**config.mk**
```make
export PLATFORM = sky130hd
export DESIGN_NAME = sensor_power_irq_regs
export DESIGN_NICKNAME = d
export VERILOG_FILES = /design/src/sensor_power_irq_pkg.sv /design/src/restart_pulse.sv /design/src/sensor_power_irq_regs.sv
export VERILOG_INCLUDE_DIRS = /design/src
export SDC_FILE = /design/constraint.sdc
export NUM_CORES = 1
export LEC_CHECK = 0
export BUFFER_PORTS_ARGS = -buffer_cell sky130_fd_sc_hd__buf_4
export CAP_MARGIN = 10
export CORE_AREA = 2 2 51 53
export CTS_BUF_LIST = sky130_fd_sc_hd__clkbuf_4
export DETAILED_ROUTE_END_ITERATION = 7
export DIE_AREA = 0 0 53 55
export PLACE_DENSITY_LB_ADDON = 0.3
export SETUP_SLACK_MARGIN = 0.4
export SLEW_MARGIN = 20
export SYNTH_ARGS = -nofsm -noshare
export SYNTH_HDL_FRONTEND = slang
export SYNTH_SLANG_ARGS = --single-unit
```
**constraint.sdc**
```tcl
create_clock -name core_clk -period 1.2 [get_ports core_clk]
set_input_delay 0.06 -clock core_clk [delete_from_list [all_inputs] [get_ports core_clk]]
set_output_delay 0.06 -clock core_clk [all_outputs]
set_load 0.01 [all_outputs]
```
**src/sensor_power_irq_defs.svh**
```systemverilog
// offsets and field positions of the power and interrupt regs, and the oscillator-on reset value
// assumes byte-wide registers on an 8-bit internal address
`ifndef SENSOR_POWER_IRQ_DEFS_SVH
`define SENSOR_POWER_IRQ_DEFS_SVH
`define ADDR_POWER_RESET_CONTROL 8'he0
`define ADDR_INTERRUPT_FLAGS 8'he1
`define ADDR_INTERRUPT_ENABLE 8'he2
`define ADDR_LOCAL_BASE 8'he0
`define BIT_CPU_RESTART 7
`define BIT_FW_UP 6
`define BIT_OSC_ON 0
`define BIT_HISTOGRAM 1
`define BIT_OBJECT 0
`define RST_OSC_ON 1'b1
`define RESTART_PULSE_CYCLES 4'h4
`endif

```
**src/sensor_power_irq_pkg.sv**
```systemverilog
// types shared by the power and interrupt register bank
// assumes the defs header is included by users of the numbers
package sensor_power_irq_pkg;
  typedef enum logic [1:0] {
    restart_idle,
    restart_hold
  } restart_state_type;
endpackage

```
**src/restart_pulse.sv**
```systemverilog
// stretches a one-cycle restart request into a reset pulse of fixed length
// assumes request comes from logic on the same clock
`timescale 1ns/1ps
`include "sensor_power_irq_defs.svh"
module restart_pulse
  import sensor_power_irq_pkg::*;
#(
  parameter logic [3:0] pulse_cycles = `RESTART_PULSE_CYCLES
) (
  input wire logic core_clk,
  input wire logic srst,
  input wire logic request,
  output logic active
);
  restart_state_type state_q;
  logic [3:0] count_q;

  // a fresh request while holding restarts the count
  always_ff @(posedge core_clk) begin
    if (srst) begin
      state_q <= restart_idle;
      count_q <= 4'h0;
    end else begin
      case (state_q)
        restart_idle: begin
          if (request) begin
            state_q <= restart_hold;
            count_q <= pulse_cycles;
          end
        end
        restart_hold: begin
          if (request) begin
            count_q <= pulse_cycles;
          end else if (count_q <= 4'h1) begin
            state_q <= restart_idle;
            count_q <= 4'h0;
          end else begin
            count_q <= count_q - 4'h1;
          end
        end
        default: begin
          state_q <= restart_idle;
          count_q <= 4'h0;
        end
      endcase
    end
  end

  assign active = (state_q == restart_hold);
endmodule // restart_pulse

```
**src/sensor_power_irq_regs.sv**
```systemverilog
// host-visible power, reset and interrupt registers of the distance sensor
// assumes a host-side serial slave delivering byte reads and writes on
// core_clk, and firmware events arriving as same-clock one-cycle pulses
`timescale 1ns/1ps
`include "sensor_power_irq_defs.svh"
module sensor_power_irq_regs
  import sensor_power_irq_pkg::*;
(
  input wire logic core_clk,
  input wire logic srst,
  input wire logic reg_wr,
  input wire logic reg_rd,
  input wire logic [7:0] reg_addr,
  input wire logic [7:0] reg_wdata,
  output logic [7:0] reg_rdata,
  output logic reg_mapped,
  input wire logic fw_set_up,
  input wire logic fw_clear_up,
  input wire logic fw_standby_done,
  input wire logic measurement_app,
  input wire logic object_result_event,
  input wire logic target_present,
  input wire logic [7:0] persistence,
  input wire logic histogram_event,
  output logic cpu_reset,
  output logic osc_enable,
  output logic oscillator_start_irq,
  output logic boot_reset_req,
  output logic shutdown_irq,
  output logic int_n
);
  logic fw_up_q;
  logic osc_on_q;
  logic osc_run_q;
  logic object_result_flag_q;
  logic histogram_ready_flag_q;
  logic object_result_irq_en_q;
  logic histogram_irq_en_q;
  logic start_irq_q;
  logic boot_reset_q;
  logic shutdown_irq_q;
  logic [7:0] rdata_q;
  logic local_hit;
  logic wr_ctrl;
  logic wr_flags;
  logic wr_enab;
  logic restart_req;
  logic restart_active;
  logic cpu_side_rst;
  logic object_set;

  // addresses below e0 are the firmware's space and vanish while it is down
  assign local_hit = (reg_addr >= `ADDR_LOCAL_BASE);
  assign reg_mapped = local_hit | fw_up_q;
  assign wr_ctrl = reg_wr && (reg_addr == `ADDR_POWER_RESET_CONTROL);
  assign wr_flags = reg_wr && (reg_addr == `ADDR_INTERRUPT_FLAGS);
  assign wr_enab = reg_wr && (reg_addr == `ADDR_INTERRUPT_ENABLE);

  // restart is a write strobe only, never stored, so it reads back zero
  assign restart_req = wr_ctrl && reg_wdata[`BIT_CPU_RESTART];

  restart_pulse u_restart (
    .core_clk(core_clk),
    .srst(srst),
    .request(restart_req),
    .active(restart_active)
  );

  // cpu-side state falls under the cpu restart as well as srst
  assign cpu_side_rst = srst | restart_active;
  assign cpu_reset = restart_active;

  // firmware-up follows firmware and is cleared by the cpu restart; host writes to bit 6 are dropped
  always_ff @(posedge core_clk) begin
    if (cpu_side_rst) begin
      fw_up_q <= 1'b0;
    end else if (fw_set_up) begin
      fw_up_q <= 1'b1;
    end else if (fw_clear_up) begin
      fw_up_q <= 1'b0;
    end
  end

  // oscillator-on bit and the clock request it steers; the host domain
  // is not reset by a cpu restart, so these follow srst only
  always_ff @(posedge core_clk) begin
    if (srst) begin
      osc_on_q <= `RST_OSC_ON;
      osc_run_q <= `RST_OSC_ON;
    end else begin
      if (wr_ctrl) begin
        osc_on_q <= reg_wdata[`BIT_OSC_ON];
      end
      if (wr_ctrl && reg_wdata[`BIT_OSC_ON] && !osc_on_q) begin
        osc_run_q <= 1'b1;
      end else if (fw_standby_done && !osc_on_q) begin
        osc_run_q <= 1'b0;
      end
    end
  end

  // one-cycle interrupts to the embedded processor
  always_ff @(posedge core_clk) begin
    if (srst) begin
      start_irq_q <= 1'b0;
      boot_reset_q <= 1'b0;
      shutdown_irq_q <= 1'b0;
    end else begin
      start_irq_q <= wr_ctrl && reg_wdata[`BIT_OSC_ON] && !osc_on_q;
      // bootloader answers the start by resetting, the app just idles
      boot_reset_q <= wr_ctrl && reg_wdata[`BIT_OSC_ON] && !osc_on_q
                      && !measurement_app;
      shutdown_irq_q <= wr_ctrl && !reg_wdata[`BIT_OSC_ON];
    end
  end
  assign oscillator_start_irq = start_irq_q;
  assign boot_reset_req = boot_reset_q;
  assign shutdown_irq = shutdown_irq_q;
  assign osc_enable = osc_run_q;

  // persistence above zero lets firmware suppress no-target results
  assign object_set = object_result_event &&
                      (target_present || (persistence == 8'h00));

  // sticky flags: a new event in the clearing cycle wins over the clear
  always_ff @(posedge core_clk) begin
    if (cpu_side_rst) begin
      object_result_flag_q <= 1'b0;
    end else if (object_set) begin
      object_result_flag_q <= 1'b1;
    end else if (wr_flags && reg_wdata[`BIT_OBJECT]) begin
      object_result_flag_q <= 1'b0;
    end
  end

  always_ff @(posedge core_clk) begin
    if (cpu_side_rst) begin
      histogram_ready_flag_q <= 1'b0;
    end else if (histogram_event) begin
      histogram_ready_flag_q <= 1'b1;
    end else if (wr_flags && reg_wdata[`BIT_HISTOGRAM]) begin
      histogram_ready_flag_q <= 1'b0;
    end
  end

  // interrupt enables
  always_ff @(posedge core_clk) begin
    if (cpu_side_rst) begin
      object_result_irq_en_q <= 1'b0;
      histogram_irq_en_q <= 1'b0;
    end else if (wr_enab) begin
      object_result_irq_en_q <= reg_wdata[`BIT_OBJECT];
      histogram_irq_en_q <= reg_wdata[`BIT_HISTOGRAM];
    end
  end

  // active-low pin is the nor of enabled flags
  assign int_n = !((object_result_flag_q && object_result_irq_en_q)
                || (histogram_ready_flag_q && histogram_irq_en_q));

  // registered read data, one cycle after reg_rd; others read zero here
  always_ff @(posedge core_clk) begin
    if (srst) begin
      rdata_q <= 8'h00;
    end else if (reg_rd) begin
      case (reg_addr)
        `ADDR_POWER_RESET_CONTROL: begin
          rdata_q <= {1'b0, fw_up_q, 5'h00, osc_on_q};
        end
        `ADDR_INTERRUPT_FLAGS: begin
          rdata_q <= {6'h00, histogram_ready_flag_q, object_result_flag_q};
        end
        `ADDR_INTERRUPT_ENABLE: begin
          rdata_q <= {6'h00, histogram_irq_en_q, object_result_irq_en_q};
        end
        default: begin
          rdata_q <= 8'h00;
        end
      endcase
    end
  end
  assign reg_rdata = rdata_q;
endmodule // sensor_power_irq_regs

```
Yosys cells after proc, flatten, opt, wreduce, memory -nomap -nowiden
Cells that the tools add are included.

word-level totals
  memories kept = 0
  flip-flop bits (word level) = 24
  memory bits (writable) = 0
  bits of input ports = 35
  bits in latches = 0
  bits in read-only memories = 0
  word-level logic and storage cells = 67

cells by class
  shifts and indexed selects = 0
  order comparisons = 2
  equal/unequal tests = 7
  bitwise gates (word level) = 2
  multiply operators = 0
  divide/modulo/power cells = 0
  muxes and demuxes = 15
  add/subtract/negate cells = 1
  reduce and logical (&&, ||, !) cells = 27

operators with widths
  cell                 number
  $eq 8x8->1 const B   3
  $pmux 7 s3           1
  $logic_and 1x1->1    14
  $mux 4               3
  $ge 8x8->1 const B   1
  $logic_not 8->1      1
  $pmux 4 s2           1
  $mux 1               6
  $mux 2               3
  $reduce_bool 2->1    3
  $le 4x1->1 const B   1
  $logic_not 1->1      4
  $ne 2x2->1 const B   2
  $pmux 2 s2           1
  $sub 4x1->4 const B  1
  $reduce_and 3->1     1
  $eq 2x1->1 const B   1
  $logic_not 2->1      1
  $logic_or 1x1->1     2
  $ne 2x1->1 const B   1
  $or 1x1->1           2
  $reduce_or 2->1      1

Depth between registers and ports, before layout
Gate-level depths: netlist of the first run.

  depth in word-level cells = 5
  gate-level depth with buffers = 5

Modules after synthesis
Synthesis of the first run repeated with hierarchy kept, for this count alone.

second synthesis, totals
  cells, all modules = 102
  area, all modules = 923.4 µm²

by module, submodules not included
  module                 cells an instance  sequential area each (µm²)  area an instance (µm²)  instances
  sensor_power_irq_regs  76                 260.2                       663.1                   1
  restart_pulse          26                 100.1                       260.2                   1

Worst setup path before layout of the first run
OpenSTA, ideal clock, no wires.

  path kind = reg2reg
  from = reg u_restart.count_q[0]
  to = reg u_restart.count_q[0]
  arrival = 1160 ps
  stages on the path, launching flop included = 6
  required time = 1105 ps
  period minus slack after synthesis = 1255 ps
  slack = -55 ps
  buffers on the path = 0
  cell sequence = dfxtp_1 -> inv_1 -> ha_1 -> nor2_1 -> o311ai_0 -> a221oi_1

between the ends
  longest elaborated chain between the ends = 4
  elaborated cells on any way between the ends = 5

ends and longest elaborated chain
  what                                       line                                      text
  start, declared                            restart_pulse.sv:16                       logic [3:0] count_q;
  start signal, assigned                     restart_pulse.sv:28                       count_q <= pulse_cycles;
  start signal, assigned                     restart_pulse.sv:33                       count_q <= pulse_cycles;
  start signal, assigned                     restart_pulse.sv:38                       count_q <= count_q - 4'h1;
  $sub 4x1->4 or $le 4x1->1 (tied branches)  restart_pulse.sv:38, restart_pulse.sv:34
  $mux 4 *                                   restart_pulse.sv:34                       end else if (count_q <= 4'h1) begin
  $mux 4 *                                   restart_pulse.sv:32                       if (request) begin
  $pmux 4 s2 *                               restart_pulse.sv:24                       case (state_q)

Mark *: on every way between the ends. The rest lies on a longest branch, timed or not.
A chain may end at the register's enable or synchronous reset.

Worst setup path after layout of the first run
  from = reg u_restart.count_q[0]
  to = reg u_restart.count_q[3]

Same word-level chain as after synthesis.

==> results.py, run 1 <==
metrics = {
    "timing": {
        "holdWs_ps": 12.9,
        "fin_crit_sh_pct": 101,
        "setup_viol": 1,
        "clock_skew_ps": 4.21,
        "max_freq_mhz": 824,
        "worst_slack_ps": -13.5,
        "final_max_slew_viol_count": 0,
        "hold_viol": 0,
        "rsz0062_at_grt": "yes",
        "fin_crit_ps": 1210,
    },
    "floorplan": {
        "initial_core_util_pct": 38.6,
        "fp.dieH_um": 55,
        "io_pins": 50,
        "die_area_sq_um": 2920,
        "die_w_um": 53,
        "core-area_sq_um": 2360,
        "num_rows": 18,
    },
    "layout": {
        "fin_cells": 188,
        "design_area_sq_um": 1560,
        "drive_above_1_share_pct": 57.0,
        "fin_nets": 196,
        "syn_to_final_growth_pct": 70.3,
        "num_antenna_cells": 0,
        "final_core_util_pct": 65.8,
        "fillCellCount": 207,
    },
    "hold_path": {
        "hold_path_class": "primary input to flop",
        "min_from": "target_present",
        "min_to": "object_result_flag_q",
        "min_path_cells": 3,
    },
    "yosys": {
        "syn_avg_cell_area_sq_um": 8.87,
        "async_flop_share_pct": 0,
        "synth_top_area_share_pct": 39.5,
        "synth.most_common_cell": "dfxtp_1",
        "yosys_most_used_dff": "dfxtp_1",
        "synthTopCellsByArea": "dfxtp_1, buf_4, nand2b_1",
        "netlist.top_cell.by_area": "dfxtp_1",
        "synth_area_sq_um": 913,
        "synth_common_cells": "dfxtp_1, nand2_1, a21oi_1, inv_1, nand2b_1",
        "synth_edf_count": 0,
        "yosysUniqueCellTypes": 37,
        "ys_warn_count": 0,
        "ys_ff_latch": 18,
        "syn-instance-count": 103,
        "yosysSeqAreaShare_pct": 39.5,
    },
    "global_routing": {
        "grt_usage_pct": 18.5,
        "grt_overflow": 0,
        "grt_first_pass_wirelength_mm": 3.98,
        "grt_start_max_net_pins": 15,
        "grt_pass1_vias": 941,
        "antenna_found_initial": 0,
    },
    "placement": {
        "hpwl_mm": 1.77,
        "placed_cells": 169,
        "io_buffer_count": 39,
        "gp_routability_congestion": 0.788,
        "place_area_sq_um": 1270,
    },
    "run": {
        "max_cap_violations": 0,
    },
    "detailed_routing": {
        "drt-wirelength-per-cell_um": 13.0,
        "drtIter0Drc": 16,
        "routed_wl_mm": 2.44,
        "antenna_left": 0,
        "viasPerCell": 5.06,
        "drt-pass1-iter-count": 4,
        "drc_errors": 0,
        "vias": 952,
    },
    "clock_tree": {
        "clockRootBuffer": "clkbuf_4",
        "cts_tree": "yes",
        "h-tree-depth": 1,
        "clock_sinks": 18,
        "clk_latency_ps": 290,
        "clk_pin_slew_ps": 100,
        "cts_buffer_depth": 2,
        "numCtsBuffers": 3,
    },
    "setup_path": {
        "arrival_ps": 1400,
        "cp_max_fo": 4,
        "critPathKind": "flop to flop",
        "crit_path_top_delay_cell": "dfxtp_4",
        "reg2reg_slack_ps": -10,
        "cp-end-kind": "flop",
        "cp.required_ps": 1390,
        "reg2reg_depth": 5,
        "critPathLaunchType": "flop",
        "timing.rr.end": "u_restart.count_q[3]",
        "cpPeakStageDelay_ps": 380,
        "rr_startpoint": "u_restart.count_q[0]",
        "path_cells": "inv_4 -> ha_4 -> nor2_4 -> o311a_1 -> o2111a_1",
    },
    "pwr": {
        "ir_worst_vdd_uv": 620,
        "power_density_nw_per_um2": 712,
        "p_leak_nw": 0.666,
        "total_power_mw": 1.11,
    },
    "status": {
        "violations": "setup timing",
        "status": "complete, but fails checks",
    },
}
stage by stage:
step | worst slack [ps] | TNS (ps)
detailed placement | -56.5 | -80.6
CTS | -27.8 | -38.6
floorplan | 23.9 | 0
global route | -67.0 | -180
finish | -13.5 | -13.5
global placement | 9.87 | 0
area by class of cell:
| cell class | instances | area, sq um | area share (%) |
|---|---|---|---|
| clock inverters | 1 | 3.75 | 0.241 |
| flip-flops and latches | 18 | 384 | 24.7 |
| multi-input cells | 74 | 593 | 38.1 |
| well taps | 30 | 37.5 | 2.41 |
| inverters | 7 | 31.3 | 2.01 |
| repair buffers | 55 | 483 | 31.1 |
| clock buffers | 3 | 22.5 | 1.45 |
placed cells by master (no fill, tap or decap), types with 4 or more instances in the layout:
cell type and count:
buf_4 37, dfxtp_2 13, buf_6 12, nand2_1 9, inv_1 5, nand2b_1 5
conb_1 5, a21oi_1 4, dlygate4sd3_1 4
critical path: cells and delay by family (launching register included):
kind,cells,cell delay (ps)
fa+ha+maj,1,130
simple gates,1,40
flops,1,380
compound gates,2,500
buf+inv,1,60
power by group:
group / switching [mW] / leakage [nW] / total (mW) / internal (mW)
clock network: 0.177 / 0.0154 / 0.298 / 0.121
registers: 0.00643 / 0.152 / 0.607 / 0.601
logic: 0.0809 / 0.499 / 0.203 / 0.122
total: 0.265 / 0.666 / 1.11 / 0.843
cells by family after synthesis:
family / synth area share, %
compound gates: 19.2
fa+ha+maj: 2.74
buf+inv: 8.36
flops: 39.5
mux: 3.29
other cells: 0.411
simple gates: 26.6
repair_timing:
item | in CTS | in global routing
setup buffers | 6 | 5
pin swaps | 12 | 9
hold endpoints to repair | 5 | 0
hold buffers | 4 | 0
endpoints found under the setup margin | 23 | 27
resized for setup | 32 | 12
routing by layer:
layer / up-vias / share of wire, % / track usage (%)
met5: - / 0 / 0
met3: 10 / 3.8 / 2.69
met4: 0 / 2.3 / 10.7
met1: 429 / 40 / 20.5
li1: 485 / - / -
met2: 28 / 53 / 34.0
state kept, by name (all words and copies together) (netlist names):
signal                  cells
u_restart.count_q           4
osc_on_q                    1
u_restart.state_q           1
histogram_ready_flag_q      1
fw_up_q                     1
oscillator_start_irq        1
boot_reset_req              1
object_result_irq_en_q      1
object_result_flag_q        1
shutdown_irq                1
reg_rdata                   3
osc_enable                  1
histogram_irq_en_q          1
how the worst max path moves through the flow:
stage | start | to | slack [ps]
floorplan | u_restart.count_q[1] | u_restart.count_q[3] | 20
global placement | u_restart.count_q[0] | u_restart.count_q[3] | 10
detailed placement | u_restart.count_q[0] | u_restart.count_q[1] | -60
CTS | u_restart.count_q[0] | u_restart.count_q[3] | -30
global route | u_restart.count_q[0] | u_restart.count_q[3] | -70
finish | u_restart.count_q[0] | u_restart.count_q[3] | -10
(Power assumes the default switching activity.)
==> run 2: changes to the inputs <==
--- a/config.mk
+++ b/config.mk
@@ -12,7 +12,7 @@
 export CTS_BUF_LIST = sky130_fd_sc_hd__clkbuf_4
 export DETAILED_ROUTE_END_ITERATION = 7
 export DIE_AREA = 0 0 53 55
-export PLACE_DENSITY_LB_ADDON = 0.3
+export PLACE_DENSITY = 0.74
 export SETUP_SLACK_MARGIN = 0.4
 export SLEW_MARGIN = 20
 export SYNTH_ARGS = -nofsm -noshare
==> run 2 against run 1 <==
  * The run still ends with setup timing left
  * Hold slack gained 5.8 ps
  * Final area grew 3.5%
  * Sequential share of layout area shrank 0.51 points
  * Total power grew 1.5%
  * First-iteration DRC count shrank 75%
  * Highest routed layer unchanged
  * Count of clock-buffer cells in the layout is the same
  * Non-clock buffer count grew 3
  * Wire length grew 6.7%
  * Die area is the same
  * Clock skew grew 1.8 ps
  * Via count grew 2.9%
==> results.py, run 2 (synthesis results as in run 1) <==
metrics = {
    "setup_path": {
        "cp-end-kind": "flop",
        "path_buf_inv": 1,
        "cpLargestDelayFamily": "compound AO/OA/AOI/OAI gates",
        "arrival_ps": 1430,
        "cpPeakStageDelay_ps": 380,
        "critPathLaunchType": "flop",
        "critPathKind": "flop to flop",
        "path_cells": "inv_4 -> ha_4 -> nor2_4 -> o311a_1 -> o2111a_1",
        "cp.required_ps": 1400,
        "crit_path_top_delay_cell": "dfxtp_4",
        "cp_max_fo": 4,
    },
    "timing": {
        "setup_tns_ps": -22.0,
        "worst_slack_ps": -22.0,
        "max_freq_mhz": 818,
        "rsz0062_at_grt": "yes",
        "hold_viol": 0,
        "fin_crit_sh_pct": 102,
        "fin_crit_ps": 1220,
        "setup_viol": 1,
        "clock_skew_ps": 5.99,
        "final_max_slew_viol_count": 0,
        "holdWs_ps": 18.7,
    },
    "status": {
        "violations": "setup timing",
        "status": "complete, but fails checks",
    },
    "clock_tree": {
        "cts_tree": "yes",
        "clk_latency_ps": 300,
        "cts_buffer_depth": 2,
        "clock_sinks": 18,
        "h-tree-depth": 1,
        "clockRootBuffer": "clkbuf_4",
        "numCtsBuffers": 3,
        "clk_pin_slew_ps": 110,
    },
    "pwr": {
        "ir_worst_vdd_uv": 657,
        "p_leak_nw": 0.682,
        "power_density_nw_per_um2": 699,
    },
    "floorplan": {
        "fp.dieH_um": 55,
        "io_pins": 50,
        "core-area_sq_um": 2360,
        "die_area_sq_um": 2920,
        "die_w_um": 53,
        "num_rows": 18,
        "initial_core_util_pct": 38.6,
    },
    "hold_path": {
        "hold_path_class": "primary input to flop",
    },
    "detailed_routing": {
        "wl_met3_um": 88,
        "antenna_left": 0,
        "dr_wl_met2_mm": 1.40,
        "wl_met1_mm": 1.08,
        "routed_wl_mm": 2.61,
        "drt-pass1-iter-count": 4,
        "highest_layer": "met4",
        "drtIter0Drc": 4,
        "viasPerCell": 5.13,
        "vias": 980,
        "drt-wirelength-per-cell_um": 13.6,
        "drc_errors": 0,
    },
    "layout": {
        "top_register": "u_restart.count_q",
        "syn_to_final_growth_pct": 76.2,
        "mostFrequentLayoutCells": "buf_4, buf_6, dfxtp_2",
        "drive_above_1_share_pct": 60.2,
        "final_common_cell": "buf_4",
        "final_core_util_pct": 68.0,
        "fin_nets": 199,
        "num_antenna_cells": 0,
        "largest_reg_flops": 4,
    },
    "global_routing": {
        "antenna_found_initial": 0,
        "grt_pass1_vias": 933,
        "grt_start_max_net_pins": 15,
        "grt_overflow": 0,
        "grt_usage_pct": 18.8,
        "grt_first_pass_wirelength_mm": 4.02,
    },
    "placement": {
        "hpwl_mm": 1.70,
        "place_ws_ps": -38.4,
        "io_buffer_count": 39,
        "gp_routability_congestion": 0.787,
    },
    "run": {
        "max_cap_violations": 0,
    },
}
run 2: cell count changes in the layout (fill, tap and decap cells not counted), sizes merged:
cell,change
buf,+3
run 2: power by group:
part | internal, mW | switching, mW
Combinational | 0.122 | 0.0853
Sequential | 0.597 | 0.00799
Clock | 0.121 | 0.192
Total | 0.839 | 0.285
run 2: path summary, 6_finish.rpt:
| path | from | to | slack, ps | cells after the start |
|---|---|---|---|---|
| max reg2reg | u_restart.count_q[0] | u_restart.count_q[3] | -20 | 5 |
| min reg2reg | reg_rdata[6] | reg_rdata[6] | 480 | 2 |
| max | u_restart.count_q[0] | u_restart.count_q[3] | -20 | 5 |
| min | fw_set_up | fw_up_q | 20 | 3 |
run 2: final cells by class:
type	count	area, sq um
Fill cell	193	756
Clock buffer	3	22.5
Timing Repair Buffer	58	517
Inverter	7	31.3
Multi-Input combinational cell	74	608
Clock inverter	1	3.75
Tap cell	30	37.5
Sequential cell	18	389
run 2: routing by layer:
layer | vias to the layer above | global-route usage (%)
met3 | 6 | 4.03
met5 | - | 0
li1 | 487 | -
met4 | 0 | 7.26
met2 | 29 | 33.8
met1 | 458 | 21.9
run 2: what timing repair did:
item                                    in CTS  in global routing
resized for setup                           45                  9
setup buffers                                9                  5
pin swaps                                   17                 13
endpoints found under the setup margin      22                 27
endpoints found under the hold margin        5                  0
hold buffers                                 4                  0
run 2: through the flow:
stage / instance area, sq um / power [mW] / cells
6_report: 1610 / 1.12 / 191
5_1_grt: 1610 / 1.18 / 191
4_1_cts: 1540 / 1.13 / 186
3_5_place_dp: 1270 / 0.780 / 169
3_3_place_gp: 1270 / 0.775 / 169
2_1_floorplan: 991 / 0.691 / 107
run 2: worst min-delay path, stage by stage:
cell,delay [ps]
buf_4,80
a21oi_2,30
nor3_2,100
